<file path="config.mk">
export PLATFORM = sky130hd
export DESIGN_NAME = read_burst_wrap_addressing
export DESIGN_NICKNAME = d
export VERILOG_FILES = /design/src/inc/burst_wrap_pkg.sv /design/src/inc/byte_buf_if.sv /design/src/logic/byte_buf.sv /design/src/logic/read_burst_wrap_addressing.sv
export SDC_FILE = /design/constraint.sdc
export NUM_CORES = 2
export LEC_CHECK = 0
export BUFFER_PORTS_ARGS = -buffer_cell sky130_fd_sc_hd__buf_2
export CAP_MARGIN = 10
export CORE_UTILIZATION = 45
export CTS_CLUSTER_DIAMETER = 120
export DETAILED_ROUTE_END_ITERATION = 10
export HOLD_SLACK_MARGIN = 0.1
export RECOVER_POWER = 100
export SKIP_LAST_GASP = 1
export SYNTH_ARGS = -nofsm -noshare
export SYNTH_HDL_FRONTEND = slang
export SYNTH_SLANG_ARGS = --single-unit
</file>
<file path="constraint.sdc">
create_clock -name mclk_i -period 4.28 [get_ports mclk_i]
set_input_delay 0.428 -clock mclk_i [delete_from_list [all_inputs] [get_ports mclk_i]]
set_output_delay 0.428 -clock mclk_i [all_outputs]
set_load 0.05 [all_outputs]
</file>
<file path="src/inc/burst_wrap_pkg.sv">
/*
  Constants, types and helpers for the read burst wrap addressing block.
  Assumes a 10 MHz system clock and a 24-bit serial start address.
*/
`default_nettype none
package burst_wrap_pkg;
  localparam int ADDR_W   = 24;
  localparam int BYTE_W   = 8;
  localparam int MEM_WORDS = 64;
  localparam int BUF_DEPTH = 2;

  // ****************************************
  // Register offsets (byte addresses)
  // ****************************************
  localparam logic [7:0] OFS_CFG_NV    = 8'h00;
  localparam logic [7:0] OFS_CFG_V     = 8'h04;
  localparam logic [7:0] OFS_STATUS    = 8'h08;
  localparam logic [7:0] OFS_MEM_INDEX = 8'h0c;
  localparam logic [7:0] OFS_MEM_DATA  = 8'h10;
  localparam logic [7:0] OFS_LAST_ADDR = 8'h14;

  // ****************************************
  // Field positions and reset values
  // ****************************************
  localparam int BIT_WRAP_EN   = 4;
  localparam int BIT_PD_AT_PON = 2;
  localparam int WL_MSB        = 1;
  localparam int WL_LSB        = 0;
  localparam int STAT_DPD_BIT  = 0;
  localparam int STAT_DATA_BIT = 1;
  localparam logic [7:0] CFG_NV_RESET = 8'h08;
  localparam logic [7:0] CFG_V_WMASK  = 8'hfb;
  localparam logic [1:0] HTRANS_NONSEQ = 2'b10;
  localparam logic [2:0] SYNC_RESET   = 3'b010;

  typedef enum logic [1:0] {
    WRAP_8  = 2'b00,
    WRAP_16 = 2'b01,
    WRAP_32 = 2'b10,
    WRAP_64 = 2'b11
  } wrap_length_type;

  typedef enum {PWR_POR, PWR_STANDBY, PWR_DPD} power_state_type;
  typedef enum {LNK_IDLE, LNK_ADDR, LNK_DATA} link_state_type;

  // Mask of the address bits that move inside a wrap group
  function automatic logic [ADDR_W-1:0] wrap_mask(input logic [1:0] sel);
    case (sel)
      WRAP_8:  wrap_mask = 24'h000007;
      WRAP_16: wrap_mask = 24'h00000f;
      WRAP_32: wrap_mask = 24'h00001f;
      default: wrap_mask = 24'h00003f;
    endcase
  endfunction

  function automatic logic [ADDR_W-1:0] next_burst_addr(input logic [ADDR_W-1:0] a,
                                                        input logic              wen,
                                                        input logic [1:0]        sel);
    logic [ADDR_W-1:0] m;
    logic [ADDR_W-1:0] inc;
    m   = wrap_mask(sel);
    inc = a + 24'h000001;
    if (wen)
      next_burst_addr = (a & ~m) | (inc & m);
    else
      next_burst_addr = inc;
  endfunction
endpackage
`default_nettype wire

</file>
<file path="src/inc/byte_buf_if.sv">
/*
  Carrier between the address sequencer and its two-entry byte buffer.
  Assumes both ends run on the same clock.
*/
`timescale 1ns/1ps
`default_nettype none
interface byte_buf_if;
  logic       in_valid;
  logic       in_ready;
  logic [7:0] in_data;
  logic       out_valid;
  logic       out_ready;
  logic [7:0] out_data;
  logic       flush;

  modport fill  (output in_valid, in_data, out_ready, flush,
                 input  in_ready, out_valid, out_data);
  modport store (input  in_valid, in_data, out_ready, flush,
                 output in_ready, out_valid, out_data);
endinterface
`default_nettype wire

</file>
<file path="src/logic/byte_buf.sv">
/*
  Two-entry byte buffer between the fetch side and the serial shifter.
  Assumes push and pop come from logic on the same clock.
*/
`timescale 1ns/1ps
`default_nettype none
module byte_buf
(
  input  wire logic  mclk_i,
  input  wire logic  reset_n_i,
  input  wire logic  ce_i,
  byte_buf_if.store  bus
);
  import burst_wrap_pkg::*;

  logic [7:0] data0_reg;
  logic [7:0] data1_reg;
  logic [1:0] cnt_reg;
  logic [7:0] data0_next;
  logic [7:0] data1_next;
  logic [1:0] cnt_next;
  logic       push;
  logic       pop;

  assign bus.in_ready  = (cnt_reg != 2'(BUF_DEPTH));
  assign bus.out_valid = (cnt_reg != 2'h0);
  assign bus.out_data  = data0_reg;
  assign push = bus.in_valid & bus.in_ready;
  assign pop  = bus.out_ready & bus.out_valid;

  always_comb
  begin
    data0_next = data0_reg;
    data1_next = data1_reg;
    cnt_next   = cnt_reg;
    if (bus.flush)
      cnt_next = 2'h0;
    else
    begin
      case ({push, pop})
        2'b10:
        begin
          if (cnt_reg == 2'h0)
            data0_next = bus.in_data;
          else
            data1_next = bus.in_data;
          cnt_next = cnt_reg + 2'h1;
        end
        2'b01:
        begin
          data0_next = data1_reg;
          cnt_next   = cnt_reg - 2'h1;
        end
        2'b11:
        begin
          // Count one means the new byte moves straight to the head
          data0_next = (cnt_reg == 2'h1) ? bus.in_data : data1_reg;
          data1_next = bus.in_data;
        end
        default:
          cnt_next = cnt_reg;
      endcase
    end
  end

  always_ff @(posedge mclk_i)
  begin
    if (!reset_n_i)
    begin
      data0_reg <= 8'h00;
      data1_reg <= 8'h00;
      cnt_reg   <= 2'h0;
    end
    else if (ce_i)
    begin
      data0_reg <= data0_next;
      data1_reg <= data1_next;
      cnt_reg   <= cnt_next;
    end
  end
endmodule
`default_nettype wire

</file>
<file path="src/logic/read_burst_wrap_addressing.sv">
/*
  Read burst address sequencer of a serial flash, with its configuration
  registers on an AHB-Lite slave and a 256-byte data array behind it.
  Assumes the host drives sclk, cs_n and si from another clock domain;
  all three are sampled by mclk_i, which must be much faster than sclk.
*/
// The implementer's own choices: the AHB-Lite slave port and the placing of the registers.
//
// Operation
// - After reset completes the device enters standby if powerdown_at_poweron is 0, else deep power-down.
// - A set powerdown_at_poweron makes deep power-down the state after the one-cycle PWR_POR step that follows reset.
// - The two-bit wrap_length_sel sets both wrap length and group alignment.
// - wrap_length_sel 00, 01, 10, 11 mean 8, 16, 32, 64 bytes.
// - wrap_length_sel lives in both configuration copies, read-write, reset 00.
// - With wrapping off the address steps by one per byte across group edges.
// - 8-byte wrap moves only the low three address bits.
// - 16-byte wrap moves the low four address bits modulo 16.
// - 32-byte wrap moves the low five address bits modulo 32.
// - 64-byte wrap moves the low six address bits modulo 64.
// - Wrapping happens only with wrap_enable at 1; at 0 reads are sequential.
// - The wrap length used is the one held in the volatile wrap_length_sel.
`timescale 1ns/1ps
`default_nettype none
module read_burst_wrap_addressing
(
  input  wire logic                        mclk_i,
  input  wire logic                        reset_n_i,
  input  wire logic                        ce_i,
  input  wire logic                        sclk_i,
  input  wire logic                        cs_n_i,
  input  wire logic                        si_i,
  output logic                             so_o,
  output logic                             so_oe_n_o,
  output logic                             deep_powerdown_o,
  input  wire logic                        hsel_i,
  input  wire logic [31:0]                 haddr_i,
  input  wire logic [1:0]                  htrans_i,
  input  wire logic                        hwrite_i,
  input  wire logic [2:0]                  hsize_i,
  input  wire logic [31:0]                 hwdata_i,
  input  wire logic                        hready_i,
  output logic [31:0]                      hrdata_o,
  output logic                             hreadyout_o,
  output logic                             hresp_o,
  output logic [burst_wrap_pkg::ADDR_W-1:0] last_addr_o
);
  import burst_wrap_pkg::*;

  // ****************************************
  // Pin synchronisers {sclk, cs_n, si}
  // ****************************************
  logic [2:0] sync1_reg;
  logic [2:0] sync2_reg;
  logic [2:0] prev_reg;
  logic       sclk_rise;
  logic       sclk_fall;
  logic       cs_rise;
  logic       cs_fall;

  always_ff @(posedge mclk_i)
  begin
    if (!reset_n_i)
    begin
      sync1_reg <= SYNC_RESET;
      sync2_reg <= SYNC_RESET;
      prev_reg  <= SYNC_RESET;
    end
    else if (ce_i)
    begin
      sync1_reg <= {sclk_i, cs_n_i, si_i};
      sync2_reg <= sync1_reg;
      prev_reg  <= sync2_reg;
    end
  end

  assign sclk_rise = sync2_reg[2] & ~prev_reg[2];
  assign sclk_fall = ~sync2_reg[2] & prev_reg[2];
  assign cs_rise   = sync2_reg[1] & ~prev_reg[1];
  assign cs_fall   = ~sync2_reg[1] & prev_reg[1];

  // ****************************************
  // AHB-Lite slave, zero wait states
  // ****************************************
  logic        ap_valid_reg;
  logic        ap_write_reg;
  logic [7:0]  ap_addr_reg;
  logic [31:0] hrdata_reg;
  logic        ap_valid_next;
  logic        ap_write_next;
  logic [7:0]  ap_addr_next;
  logic [31:0] hrdata_next;
  logic        take;
  logic        wr_hit;
  logic [31:0] rd_mux;

  // Nonvolatile copy takes its default at power-up only, so a reset keeps it
  logic [7:0]        cfg_nv_reg = CFG_NV_RESET;
  logic [7:0]        cfg_v_reg;
  logic [5:0]        mem_index_reg;
  logic [ADDR_W-1:0] last_addr_reg;
  power_state_type   pwr_reg;
  link_state_type    lnk_reg;
  logic [31:0]       mem [MEM_WORDS];

  assign take   = hsel_i & hready_i & (htrans_i == HTRANS_NONSEQ);
  assign wr_hit = ap_valid_reg & ap_write_reg;

  // Unmapped offsets read as zero and still answer OKAY
  always_comb
  begin
    rd_mux = 32'h00000000;
    case (haddr_i[7:0])
      OFS_CFG_NV:    rd_mux = {24'h000000, cfg_nv_reg};
      OFS_CFG_V:     rd_mux = {24'h000000, cfg_v_reg};
      OFS_STATUS:    rd_mux = {30'h00000000, lnk_reg == LNK_DATA, pwr_reg == PWR_DPD};
      OFS_MEM_INDEX: rd_mux = {26'h0000000, mem_index_reg};
      OFS_MEM_DATA:  rd_mux = mem[mem_index_reg];
      OFS_LAST_ADDR: rd_mux = {8'h00, last_addr_reg};
      default:       rd_mux = 32'h00000000;
    endcase
  end

  always_comb
  begin
    ap_valid_next = take;
    ap_write_next = take ? hwrite_i : ap_write_reg;
    ap_addr_next  = take ? haddr_i[7:0] : ap_addr_reg;
    hrdata_next   = (take & ~hwrite_i) ? rd_mux : hrdata_reg;
  end

  always_ff @(posedge mclk_i)
  begin
    if (!reset_n_i)
    begin
      ap_valid_reg <= 1'b0;
      ap_write_reg <= 1'b0;
      ap_addr_reg  <= 8'h00;
      hrdata_reg   <= 32'h00000000;
    end
    else if (ce_i)
    begin
      ap_valid_reg <= ap_valid_next;
      ap_write_reg <= ap_write_next;
      ap_addr_reg  <= ap_addr_next;
      hrdata_reg   <= hrdata_next;
    end
  end

  assign hrdata_o    = hrdata_reg;
  assign hreadyout_o = 1'b1;
  assign hresp_o     = 1'b0;

  // ****************************************
  // Configuration, power state, data array
  // ****************************************
  logic [7:0]      cfg_nv_next;
  logic [7:0]      cfg_v_next;
  logic [5:0]      mem_index_next;
  power_state_type pwr_next;
  logic            mem_we;

  always_comb
  begin
    cfg_nv_next    = cfg_nv_reg;
    cfg_v_next     = cfg_v_reg;
    mem_index_next = mem_index_reg;
    pwr_next       = pwr_reg;
    mem_we         = 1'b0;
    if (wr_hit)
    begin
      case (ap_addr_reg)
        OFS_CFG_NV:    cfg_nv_next = hwdata_i[7:0];
        OFS_CFG_V:     cfg_v_next = (hwdata_i[7:0] & CFG_V_WMASK) | (cfg_v_reg & ~CFG_V_WMASK);
        OFS_MEM_INDEX: mem_index_next = hwdata_i[5:0];
        OFS_MEM_DATA:  mem_we = 1'b1;
        default:       mem_we = 1'b0;
      endcase
    end
    case (pwr_reg)
      PWR_POR:
      begin
        // Volatile copy is loaded from the nonvolatile one on the way out of reset
        cfg_v_next = cfg_nv_reg;
        if (cfg_nv_reg[BIT_PD_AT_PON])
          pwr_next = PWR_DPD;
        else
          pwr_next = PWR_STANDBY;
      end
      PWR_DPD:
      begin
        // a chip select pulse wakes the device
        if (cs_rise)
          pwr_next = PWR_STANDBY;
      end
      PWR_STANDBY:
        pwr_next = PWR_STANDBY;
      default:
        pwr_next = PWR_POR;
    endcase
  end

  always_ff @(posedge mclk_i)
  begin
    if (!reset_n_i)
    begin
      // wrap length resets to 8 bytes
      cfg_v_reg     <= CFG_NV_RESET;
      mem_index_reg <= 6'h00;
      pwr_reg       <= PWR_POR;
    end
    else if (ce_i)
    begin
      cfg_nv_reg    <= cfg_nv_next;
      cfg_v_reg     <= cfg_v_next;
      mem_index_reg <= mem_index_next;
      pwr_reg       <= pwr_next;
    end
  end

  // Array contents are not reset; software loads them before reading
  always_ff @(posedge mclk_i)
  begin
    if (ce_i && mem_we)
      mem[mem_index_reg] <= hwdata_i;
  end

  assign deep_powerdown_o = (pwr_reg == PWR_DPD);

  // ****************************************
  // Serial link: address in, bursts out
  // ****************************************
  byte_buf_if bq ();

  logic [ADDR_W-1:0] shift_addr_reg;
  logic [4:0]        bit_cnt_reg;
  logic [ADDR_W-1:0] gen_addr_reg;
  logic [7:0]        out_sh_reg;
  logic [2:0]        out_bits_reg;
  logic              so_reg;
  logic              oe_n_reg;
  link_state_type    lnk_next;
  logic [ADDR_W-1:0] shift_addr_next;
  logic [4:0]        bit_cnt_next;
  logic [ADDR_W-1:0] gen_addr_next;
  logic [7:0]        out_sh_next;
  logic [2:0]        out_bits_next;
  logic              so_next;
  logic              oe_n_next;
  logic [ADDR_W-1:0] last_addr_next;
  logic [31:0]       fetch_word;
  logic              wrap_en;
  logic [1:0]        wrap_sel;

  assign wrap_en    = cfg_v_reg[BIT_WRAP_EN];
  assign wrap_sel   = cfg_v_reg[WL_MSB:WL_LSB];
  assign fetch_word = mem[gen_addr_reg[7:2]];
  assign bq.in_data = 8'(fetch_word >> {gen_addr_reg[1:0], 3'b000});

  always_comb
  begin
    lnk_next        = lnk_reg;
    shift_addr_next = shift_addr_reg;
    bit_cnt_next    = bit_cnt_reg;
    gen_addr_next   = gen_addr_reg;
    out_sh_next     = out_sh_reg;
    out_bits_next   = out_bits_reg;
    so_next         = so_reg;
    oe_n_next       = oe_n_reg;
    last_addr_next  = last_addr_reg;
    bq.in_valid     = 1'b0;
    bq.out_ready    = 1'b0;
    bq.flush        = 1'b0;
    case (lnk_reg)
      LNK_IDLE:
      begin
        // Deep power-down ignores frames
        if (cs_fall && pwr_reg == PWR_STANDBY)
        begin
          lnk_next     = LNK_ADDR;
          bit_cnt_next = 5'h00;
        end
      end
      LNK_ADDR:
      begin
        if (cs_rise)
          lnk_next = LNK_IDLE;
        else if (sclk_rise)
        begin
          shift_addr_next = {shift_addr_reg[ADDR_W-2:0], sync2_reg[0]};
          bit_cnt_next    = bit_cnt_reg + 5'h01;
          if (bit_cnt_reg == 5'(ADDR_W - 1))
          begin
            // burst starts at the exact start address
            gen_addr_next = {shift_addr_reg[ADDR_W-2:0], sync2_reg[0]};
            out_bits_next = 3'h0;
            lnk_next      = LNK_DATA;
          end
        end
      end
      LNK_DATA:
      begin
        if (cs_rise)
        begin
          // burst runs until chip select rises
          lnk_next  = LNK_IDLE;
          oe_n_next = 1'b1;
          bq.flush  = 1'b1;
        end
        else
        begin
          // Fetch stalls while both buffer entries are full
          bq.in_valid = 1'b1;
          if (bq.in_ready)
          begin
            last_addr_next = gen_addr_reg;
            // sequential step when wrapping is off
            // low three bits in 8-byte mode
            // low four bits in 16-byte mode
            // low five bits in 32-byte mode
            // low six bits in 64-byte mode
            // upper bits held by the mask
            gen_addr_next = next_burst_addr(gen_addr_reg, wrap_en, wrap_sel);
          end
          if (sclk_fall)
          begin
            if (out_bits_reg == 3'h0)
            begin
              // An empty buffer repeats the last bit rather than stall the host
              if (bq.out_valid)
              begin
                bq.out_ready  = 1'b1;
                so_next       = bq.out_data[7];
                out_sh_next   = {bq.out_data[6:0], 1'b0};
                out_bits_next = 3'h7;
                oe_n_next     = 1'b0;
              end
            end
            else
            begin
              so_next       = out_sh_reg[7];
              out_sh_next   = {out_sh_reg[6:0], 1'b0};
              out_bits_next = out_bits_reg - 3'h1;
            end
          end
        end
      end
      default:
        lnk_next = LNK_IDLE;
    endcase
  end

  always_ff @(posedge mclk_i)
  begin
    if (!reset_n_i)
    begin
      lnk_reg        <= LNK_IDLE;
      shift_addr_reg <= 24'h000000;
      bit_cnt_reg    <= 5'h00;
      gen_addr_reg   <= 24'h000000;
      out_sh_reg     <= 8'h00;
      out_bits_reg   <= 3'h0;
      so_reg         <= 1'b0;
      oe_n_reg       <= 1'b1;
      last_addr_reg  <= 24'h000000;
    end
    else if (ce_i)
    begin
      lnk_reg        <= lnk_next;
      shift_addr_reg <= shift_addr_next;
      bit_cnt_reg    <= bit_cnt_next;
      gen_addr_reg   <= gen_addr_next;
      out_sh_reg     <= out_sh_next;
      out_bits_reg   <= out_bits_next;
      so_reg         <= so_next;
      oe_n_reg       <= oe_n_next;
      last_addr_reg  <= last_addr_next;
    end
  end

  byte_buf u_buf
  (
    .mclk_i    (mclk_i),
    .reset_n_i (reset_n_i),
    .ce_i      (ce_i),
    .bus       (bq.store)
  );

  assign so_o        = so_reg;
  assign so_oe_n_o   = oe_n_reg;
  assign last_addr_o = last_addr_reg;
endmodule
`default_nettype wire

</file>
==> impl_results.md <==
* Run status: finished, violations left
* Failing checks: max-capacitance violations, max-slew violations
* Sequential area share after synthesis at 63.7%
* H-tree depth at 4
* Final Hold Fails at 0
* Top reg by flops: mem
* Post-synth net total at ~5.3k
* TritonCTS Buffers at 239
* Area post-placement at 0.110 mm2
* DIE AREA at 0.230 mm2
* CP Data Required Time at between 4000 and 5000 ps
* Max Cap Viol at 62
* First-pass GRT wire length at 505 mm
* Final min period at 4220 ps
* Worst Skew at about 32 ps
* PwrDens at 387 mW/mm2
* DR vias/cell at 7.01
* CP Launch Type: flip-flop
* Clock Sinks at 2242
* Hold Crit Class: reg -> reg
* DP Wirelength at 226 mm
* Largest net degree at the start of global routing at 69
* Largest family of logic cells by synthesized area: multiplexers
* Clk Latency, worst-skew pair at 910 ps
* Worst Setup Path Type: reg -> reg
* R2r worst-path depth at 9
* Die X at 480 um
* Longest Clk Path Bufs at 3
* CTS tree: yes
* Most common cell after layout, fill and taps aside: edfxtp_1
* Post-Synth Simple-Gate Area at 3.34%
* Root Driver: clkbuf_16
* Chip height at 480 um
* WHS at between 400 and 500 ps
* Total track usage at 32.2%
* GPL Wtd Cong at roughly 0.90
* Initial core utilization at 45.5%
* Crit path DAT at between 4000 and 5000 ps
* Post-Synthesis Cells at 5252
* Core Footprint at 0.226 mm2
* Detailed Routing Iterations Pass 1 at 7
* Number of global-route vias before repair at between 60k and 70k
* Mux cell area share after synthesis at 27.8%
* Synth Area in Compound Gates at 3.05%
* Avg Inst Size Synth at 19.6 um2
* Final nets at 5709
* YS warnings at 0
* VDD IR-drop max at 443 uV
* Max reg flops at 2048
* Hold Crit Depth at 2
* Post-Synth XOR/XNOR Area at 0.0768%
* Post-Synth Adder-Cell Area at less than 1%
* Gr busiest metal: met2
* Final setup violating endpoints at 0
* Hold EP: hrdata_o[30]$_SDFFE_PN0P_
* Site Rows at ~170
* GR Util met1 at 44.1%
* Routed vias at about 62k
* Syn-to-layout area delta at 13.6%
* FMAX at roughly 240 MHz
* Met2 Usage GRT at 49.0%
* RSZ-0062 raised after global routing: no
* Finished Core Util at 51.7%
* Remaining antenna violation count at 0
* Cell area after layout at 0.117 mm2
* Grt ovf at 0
* Final period util at 98.7%
* CP Capture Type: flip-flop
* Crit-path max FO at 14
* Post-Synthesis Cell Area at 0.103 mm2
* Most frequent cells in the layout: 2056 x edfxtp_1, 1194 x mux4_2, 267 x nand2_1, 243 x clkbuf_16, 197 x buf_4
* DRC violations left at 0
* WL final at ~370 mm
* Reg2reg setup slack at 60 ps
* Fillers at 17.8k
* M3 GR Usage at 8.23%
* Layout cells sized above 1 at 34.3%
* FF-to-FF End: mem[22][22]$_DFFE_PP_
* RR Startpoint: ap_addr_reg[7]$_SDFFE_PN0P_
* Worst min-delay path startpoint: hrdata_o[30]$_SDFFE_PN0P_
* Yosys cell types at 75
* Port Buf Inserts at 109
* Max-slew violations at 2677
* Yosys reg bits at 2242
* Post-synth EDFFs at 2056
* Iter 0 DRT Violations at 9408
* Antenna violations before repair at 26
* P_leak at 34.8 nW
* Ys async rst share at 0%
* CTS clk-pin slew, worst paths at 60 ps
* Fin Setup TNS at 0 ps
* Rel. slew slack at -123%
* WL/cell at ~42 um
* Ys flop type: edfxtp_1
* # IOs at 139
* Measured slew at the worst slew-check pin at 3350 ps
* Critical Path Start: ap_addr_reg[7]$_SDFFE_PN0P_
[worst max-delay path by stage]
stage,depth (start not counted),slack (ps),end
final,9,60,mem[22][22]$_DFFE_PP_
after global routing,11,30,u_buf.bus.out_data[5]$_SDFFE_PN0P_
after CTS,11,100,u_buf.bus.out_data[5]$_SDFFE_PN0P_
after detailed placement,11,130,u_buf.bus.out_data[5]$_SDFFE_PN0P_
after global placement,11,140,u_buf.bus.out_data[1]$_SDFFE_PN0P_
after floorplan,7,1080,mem[62][0]$_DFFE_PP_
[logic make-up after synthesis]
group	after synthesis
buf+inv	422
mux	1353
xor+xnor	9
other cells	2
flops	2242
fa+ha+maj	11
compound gates	473
simple gates	740
[critical path, stage by stage (launching register included)]
cell      delay [ps]
dfxtp_1          320
nor4_1           360
nand4_1          250
nor3_1           290
nand2_1           90
nor2_1           240
nand3_1          120
buf_4            200
nor2_2          1220
clkbuf_4         710
[report_power, final]
part           leakage, nW  internal, mW  total, mW  switching [mW]
Sequential            20.0          23.9       23.9          0.0141
Clock                 3.78          11.9       20.8            8.87
Combinational         11.0        0.0578      0.423           0.365
[synth_stat cells, drive strengths merged, types with 16 or more instances]
library cell     n  area (um2)
o21ai           64         320
mux2i          139        1390
nor2b           38         238
clkbuf         178         668
inv             19        71.3
a211oi          22         165
nand3           54         270
mux4          1194       26900
a22oi           77         578
a21oi          143         716
nor3            37         185
a31oi           18         113
buf            224        1190
o22ai           19         119
nand2b          51         319
nand2          267        1000
edfxtp        2056       61700
mux2            20         225
nor4            17         119
o211ai          22         165
nor2           197         739
a221oi          16         140
dfxtp          186        3720
[through the flow]
| stage | worst slack [ps] | total power [mW] | std cells |
|---|---|---|---|
| 4_1_cts | 96.8 | 45.3 | 8811 |
| 2_1_floorplan | 1080 | 24.5 | 5252 |
| 3_5_place_dp | 126 | 24.8 | 8339 |
| 6_report | 56.5 | 45.1 | 8833 |
| 5_1_grt | 28.7 | 46.2 | 8822 |
| 3_3_place_gp | 142 | 24.8 | 8338 |
[what timing repair did]
action,4_1_cts,5_1_grt
resized for setup,0,1
hold endpoints to repair,41,15
hold buffers,28,1
buffers inserted,0,0
setup endpoints to repair,0,1
[cell type report]
| type | count | area, um2 | share of cell area, % |
|---|---|---|---|
| clock inverter | 138 | 1360 | 1.17 |
| antenna | 18 | 45.0 | 0.0386 |
| clock buffer | 306 | 6410 | 5.50 |
| multi-input combinational | 2588 | 35500 | 30.4 |
| sequential | 2242 | 65500 | 56.2 |
| tap | 2992 | 3740 | 3.21 |
| timing repair buffer | 529 | 3990 | 3.42 |
| inverter | 20 | 85.1 | 0.0730 |
[layer usage]
metal | wire length (um) | up-vias
met4 | 19000 | 8
li1 | - | 23300
met2 | 168000 | 4432
met3 | 46800 | 869
met1 | 135000 | 33300
met5 | 54 | -
Note: power is estimated with default switching activity, not from simulation.
